--- src/sble_pkg.sv ---
// Shared types and constants of the scan bit-logic edge unit.
// Assumes a scan sequencer that issues one bit-logic step per request.

`default_nettype none

package sble_pkg;

    // ------------------------------------------------------------------
    // Sizes and reset values
    // ------------------------------------------------------------------
    localparam int   SLOT_W    = 8;
    localparam int   SLOT_NUM  = 256;
    localparam logic RESET_BIT = 1'h0;

    // ------------------------------------------------------------------
    // Operations
    // ------------------------------------------------------------------
    typedef enum logic [2:0] {
        OP_PULSE_FALL,
        OP_COMPLEMENT,
        OP_NOP,
        OP_RISE,
        OP_FALL,
        OP_STORED_RISE,
        OP_STORED_FALL,
        OP_HALT
    } sble_op_t;

    typedef enum logic {
        RUN_ACTIVE,
        RUN_HALTED
    } sble_run_t;

    // ------------------------------------------------------------------
    // Carriers
    // ------------------------------------------------------------------
    typedef struct packed {
        logic              valid;
        sble_op_t          op;
        logic              accIn;
        logic              devBit;
        logic [SLOT_W-1:0] slot;
    } sble_req_t;

    typedef struct packed {
        logic valid;
        logic acc;
        logic devWrEn;
        logic devWrData;
    } sble_res_t;

endpackage

`default_nettype wire

--- src/sble_prev_mem.sv ---
// Hidden previous-state bits, one per plain edge instruction slot.
// Assumes one write and one read per cycle; read data is registered.

`timescale 1ns/100ps
`default_nettype none

module sble_prev_mem
    import sble_pkg::*;
(
    input  wire logic              ref_clk,
    input  wire logic              rst_b,
    input  wire logic              wrEn,
    input  wire logic [SLOT_W-1:0] wrAddr,
    input  wire logic              wrData,
    input  wire logic [SLOT_W-1:0] rdAddr,
    output logic                   rdData
);

    // ------------------------------------------------------------------
    // Storage
    // ------------------------------------------------------------------
    // Kept in flops so that reset clears every edge history at once.
    logic [SLOT_NUM-1:0] bits;

    always_ff @(posedge ref_clk)
    begin
        if (!rst_b)
        begin
            bits <= '0;
        end
        else if (wrEn)
        begin
            bits[wrAddr] <= wrData;
        end
    end

    always_ff @(posedge ref_clk)
    begin
        if (!rst_b)
        begin
            rdData <= RESET_BIT;
        end
        else
        begin
            rdData <= bits[rdAddr];
        end
    end

endmodule

`default_nettype wire

--- src/sble_unit.sv ---
// Bit-logic execution unit: edges, pulses, complement, no-op and halt.
// Assumes requests on the same clock; one result two cycles later.

`timescale 1ns/100ps
`default_nettype none

module sble_unit
    import sble_pkg::*;
(
    input  wire logic      ref_clk,
    input  wire logic      rst_b,
    input  wire sble_req_t req,
    output var  sble_res_t res,
    output logic           halted
);

    // ------------------------------------------------------------------
    // Helpers
    // ------------------------------------------------------------------
    function automatic logic edgeSeen(input logic prev,
                                      input logic cur,
                                      input logic rising);
        begin
            edgeSeen = rising ? (cur & ~prev) : (prev & ~cur);
        end
    endfunction

    function automatic logic usesHidden(input sble_op_t op);
        begin
            usesHidden = (op == OP_PULSE_FALL) || (op == OP_RISE) ||
                         (op == OP_FALL);
        end
    endfunction

    // ------------------------------------------------------------------
    // Declarations
    // ------------------------------------------------------------------
    sble_run_t         runState;
    sble_req_t         stage;
    sble_res_t         next_res;
    logic              takeReq;
    logic              haltNow;
    logic              memWrEn;
    logic              memRd;
    logic              fwdHit;
    logic              fwdVal;
    logic              hiddenPrev;

    // ------------------------------------------------------------------
    // Issue stage
    // ------------------------------------------------------------------
    // A halting step in flight blocks the next request already, so no
    // instruction after the halt is ever executed.
    assign haltNow = stage.valid && (stage.op == OP_HALT) && stage.accIn;
    assign takeReq = req.valid && (runState == RUN_ACTIVE) && !haltNow;

    always_ff @(posedge ref_clk)
    begin
        if (!rst_b)
        begin
            stage <= '0;
        end
        else
        begin
            stage       <= req;
            stage.valid <= takeReq;
        end
    end

    // ------------------------------------------------------------------
    // Hidden edge history
    // ------------------------------------------------------------------
    // Each plain edge slot writes its current input back every scan.
    assign memWrEn = stage.valid && usesHidden(stage.op);

    sble_prev_mem u_prevMem
    (
        .ref_clk (ref_clk),
        .rst_b   (rst_b),
        .wrEn    (memWrEn),
        .wrAddr  (stage.slot),
        .wrData  (stage.accIn),
        .rdAddr  (req.slot),
        .rdData  (memRd)
    );

    // The memory reads before the same edge's write lands, so a slot
    // issued right after itself takes the value being written.
    always_ff @(posedge ref_clk)
    begin
        if (!rst_b)
        begin
            fwdHit <= 1'h0;
            fwdVal <= RESET_BIT;
        end
        else
        begin
            fwdHit <= memWrEn && takeReq && (req.slot == stage.slot);
            fwdVal <= stage.accIn;
        end
    end

    assign hiddenPrev = fwdHit ? fwdVal : memRd;

    // ------------------------------------------------------------------
    // Evaluation
    // ------------------------------------------------------------------
    always_comb
    begin
        next_res           = '0;
        next_res.valid     = stage.valid;
        next_res.acc       = stage.accIn;
        next_res.devWrEn   = 1'h0;
        next_res.devWrData = 1'h0;
        case (stage.op)
            OP_PULSE_FALL:
            begin
                next_res.devWrEn   = stage.valid;
                next_res.devWrData = edgeSeen(hiddenPrev, stage.accIn,
                                              1'h0);
            end
            OP_COMPLEMENT:
            begin
                next_res.acc = ~stage.accIn;
            end
            OP_NOP:
            begin
                next_res.acc = stage.accIn;
            end
            OP_RISE:
            begin
                next_res.acc = edgeSeen(hiddenPrev, stage.accIn,
                                        1'h1);
            end
            OP_FALL:
            begin
                next_res.acc = edgeSeen(hiddenPrev, stage.accIn,
                                        1'h0);
            end
            OP_STORED_RISE:
            begin
                next_res.acc = edgeSeen(stage.devBit, stage.accIn,
                                        1'h1);
                next_res.devWrEn   = stage.valid;
                next_res.devWrData = stage.accIn;
            end
            OP_STORED_FALL:
            begin
                next_res.acc = edgeSeen(stage.devBit, stage.accIn,
                                        1'h0);
                next_res.devWrEn   = stage.valid;
                next_res.devWrData = stage.accIn;
            end
            OP_HALT:
            begin
                next_res.acc = stage.accIn;
            end
            default:
            begin
                next_res.acc = stage.accIn;
            end
        endcase
    end

    // Every taken step yields a result, a no-op included.
    always_ff @(posedge ref_clk)
    begin
        if (!rst_b)
        begin
            res <= '0;
        end
        else
        begin
            res <= next_res;
        end
    end

    // ------------------------------------------------------------------
    // Run control
    // ------------------------------------------------------------------
    // Only reset brings the unit back to running.
    always_ff @(posedge ref_clk)
    begin
        if (!rst_b)
        begin
            runState <= RUN_ACTIVE;
            halted   <= 1'h0;
        end
        else
        begin
            case (runState)
                RUN_ACTIVE:
                begin
                    if (haltNow)
                    begin
                        runState <= RUN_HALTED;
                        halted   <= 1'h1;
                    end
                end
                RUN_HALTED:
                begin
                    runState <= RUN_HALTED;
                    halted   <= 1'h1;
                end
                default:
                begin
                    runState <= RUN_ACTIVE;
                    halted   <= 1'h0;
                end
            endcase
        end
    end
endmodule

`default_nettype wire

--- config.mk ---
export PLATFORM = sky130hd
export DESIGN_NAME = sble_unit
export DESIGN_NICKNAME = d
export VERILOG_FILES = /design/src/sble_pkg.sv /design/src/sble_prev_mem.sv /design/src/sble_unit.sv
export SDC_FILE = /design/constraint.sdc
export NUM_CORES = 1
export LEC_CHECK = 0
export ABC_AREA = 1
export BUFFER_PORTS_ARGS = -buffer_cell sky130_fd_sc_hd__buf_2
export CORE_MARGIN = 4
export CORE_UTILIZATION = 50
export DETAILED_ROUTE_END_ITERATION = 8
export GPL_TIMING_DRIVEN = 0
export PLACE_DENSITY = 0.72
export SYNTH_ARGS = -nofsm -noshare
export SYNTH_HDL_FRONTEND = slang
export SYNTH_SLANG_ARGS = --single-unit
--- constraint.sdc ---
create_clock -name ref_clk -period 3.3 [get_ports ref_clk]
set_input_delay 0 -clock ref_clk [delete_from_list [all_inputs] [get_ports ref_clk]]
set_output_delay 0 -clock ref_clk [all_outputs]
set_load 0.05 [all_outputs]
==> run metrics <==
syn_nets=1722; Final Hold Fails=0; post-detailed-route count of antenna-violating nets=0; Fmax achieved=0.393 GHz; layout cell share with drive strength beyond 1=10.6%; Slew Limit Headroom=17.8%; Initial Util=between 50% and 60%; Top FF cell, synth=dfxtp_1; Non-Filler Instances=about 2100; yosys warns=0; Syn Area/Cell=7.82 um2; WL final=61.1 mm; register area share after synthesis=41.9%; Die Y=171 um; VDD IR max=0.412 mV; final-report max-slew violation count=0; R2R Setup Slk=about 760 ps; drt first-iter violations=3016; largest net degree at the start of global routing=16; PortBufs=16; P per Cell Area=520 mW/mm2; clk sinks=roughly 280; Max Root-Sink Buffers=3; Synth cell types=26; first-pass GRT wire length=87.2 mm; placed insts=between 2000 and 2500; Hold Crit Class=in -> reg; CP max FO=10; Detail Placement HPWL=37.5 mm; max-cap viol count=0; total CTS buffers=30; fin util=between 50% and 60%; First-pass DRT Iterations=8; CTS root buffer=clkbuf_16; Worst-path clk slew=70 ps; Clk Latency, worst-skew pair=between 500 and 600 ps; final period utilization=77.1%; DR vias/cell=between 7 and 8; # diodes=0; post-synth top area share=41.9%; Setup Viol. Count Final=0; area of the mapped netlist=0.0133 mm2; count of filler cells inserted in the layout=2522; share of synthesized registers carrying an async set or reset=0%; status=finished clean; Nets=1783; drt wl/cell=28.7 um; placer's final routability congestion estimate=1.05; vias in the first global route=13431; Synth Register Bits=279; CP Class=reg -> reg; overall routing resource usage=40.1%; Synth area leader=dfxtp_1; Total Power=7830 uW; Core Box Area=0.0261 mm2; CTS tree=yes; Setup crit end kind=flop; initial antenna violation count=0; boundary pin count=21; Die ar.=a little under 0.03 mm2; Hold Slack=150 ps; Synth area leaders=dfxtp_1, a311oi_1, a21oi_1; clock skew=about 21 ps; P_leak=0.00525 uW; minimum clock period=2540 ps; unrepaired setup endpoints after global routing=no; worst-margin pin slew=1230 ps; Site Rows=59; crit path launch type=flop; Req. time, crit path=3700 ps; Die X=171 um; htree depth=1; number of synthesized flops with an enable pin=0; drc violations=0; Setup TNS=0 ps; GRT overflow=0; synth-to-layout area growth=12.8%; worst path arrival time=2950 ps; postcts setup bufs=0; Post-Synthesis Cells=1706; via count=14897
layout by cell type (no fill, tap or decap), drive strengths merged, types with 4 or more instances in the layout:
cell	instances
a21oi	260
clkbuf	156
o21ai	8
nor2	44
nand4	7
xor2	6
nand2	310
clkinv	13
dfxtp	279
dlygate4sd3	13
nor3	4
nand3	253
buf	109
a311oi	250
bufinv	5
inv	65
per-layer routing:
metal  GRT usage, %  routed length (um)  vias to the layer above  share of wire [%]
li1               -                   -                     6363                  -
met4           25.9                5100                        2                8.3
met2           56.4               24300                     1253                 40
met1           53.1               22100                     6972                 36
met5          0.836                  39                        -              0.064
met3           12.5                9590                      307                 16
flip-flops by register name, summed over array words and instances, names as in the netlist:
name / count
runState: 1
u_prevMem.bits: 256
halted: 1
stage: 13
fwdVal: 1
res: 4
fwdHit: 1
u_prevMem.rdData: 1
next_res: 1
where the power goes:
group | switching (uW) | internal [uW] | total [uW]
clock | 1520 | 2190 | 3720
sequential | 12.7 | 3380 | 3390
combinational | 571 | 145 | 716
synth_stat cells, drive strengths merged, types with 6 or more instances:
library cell  number
xor2               6
inv               64
nand3            253
nand4              7
nor2              44
o21ai              8
dfxtp            279
a311oi           250
clkbuf           119
nand2            310
buf               93
a21oi            260
cell families after synthesis:
kind of cell	synth area share, %
mux	0.0751
simple gates	20.1
compound gates	28.1
buf+inv	9.50
flops	41.9
xor+xnor	0.394
critical path, stage by stage (launching register included):
cell and delay [ps]:
dfxtp_1 340, inv_1 130, nand2_1 140, a21oi_4 290, nand3_1 110, inv_1 210, clkbuf_1 900, a311oi_1 240
what timing repair did:
| action | CTS | global route |
|---|---|---|
| hold buffers | 13 | 0 |
| resized for setup | 0 | 0 |
| hold endpoints to repair | 19 | 0 |
cell type report:
cell class	instances	area (um2)	area share, %
clock inverters	19	244	1.62
plain buffers	212	1020	6.78
multi-input cells	1149	6480	43.1
inverters	66	248	1.65
well taps	335	419	2.79
flip-flops and latches	279	5590	37.1
repair buffers	29	210	1.40
clock buffers	37	837	5.56
per-stage QoR:
stage          area [um2]  setup WS, ps
2_1_floorplan       13300          1750
3_3_place_gp        13800           737
3_5_place_dp        13800           749
4_1_cts             15000           895
5_1_grt             15000           662
6_report            15000           757
worst paths after layout:
kind / startpoint / endpoint / depth (start not counted)
setup / recovery: stage[10] / u_prevMem.bits[58] / 7
hold / removal: req[8] / stage[8] / 4
setup reg to reg: stage[10] / u_prevMem.bits[58] / 7
hold reg to reg: runState / runState / 2
Power figures use the tool's default switching activity.
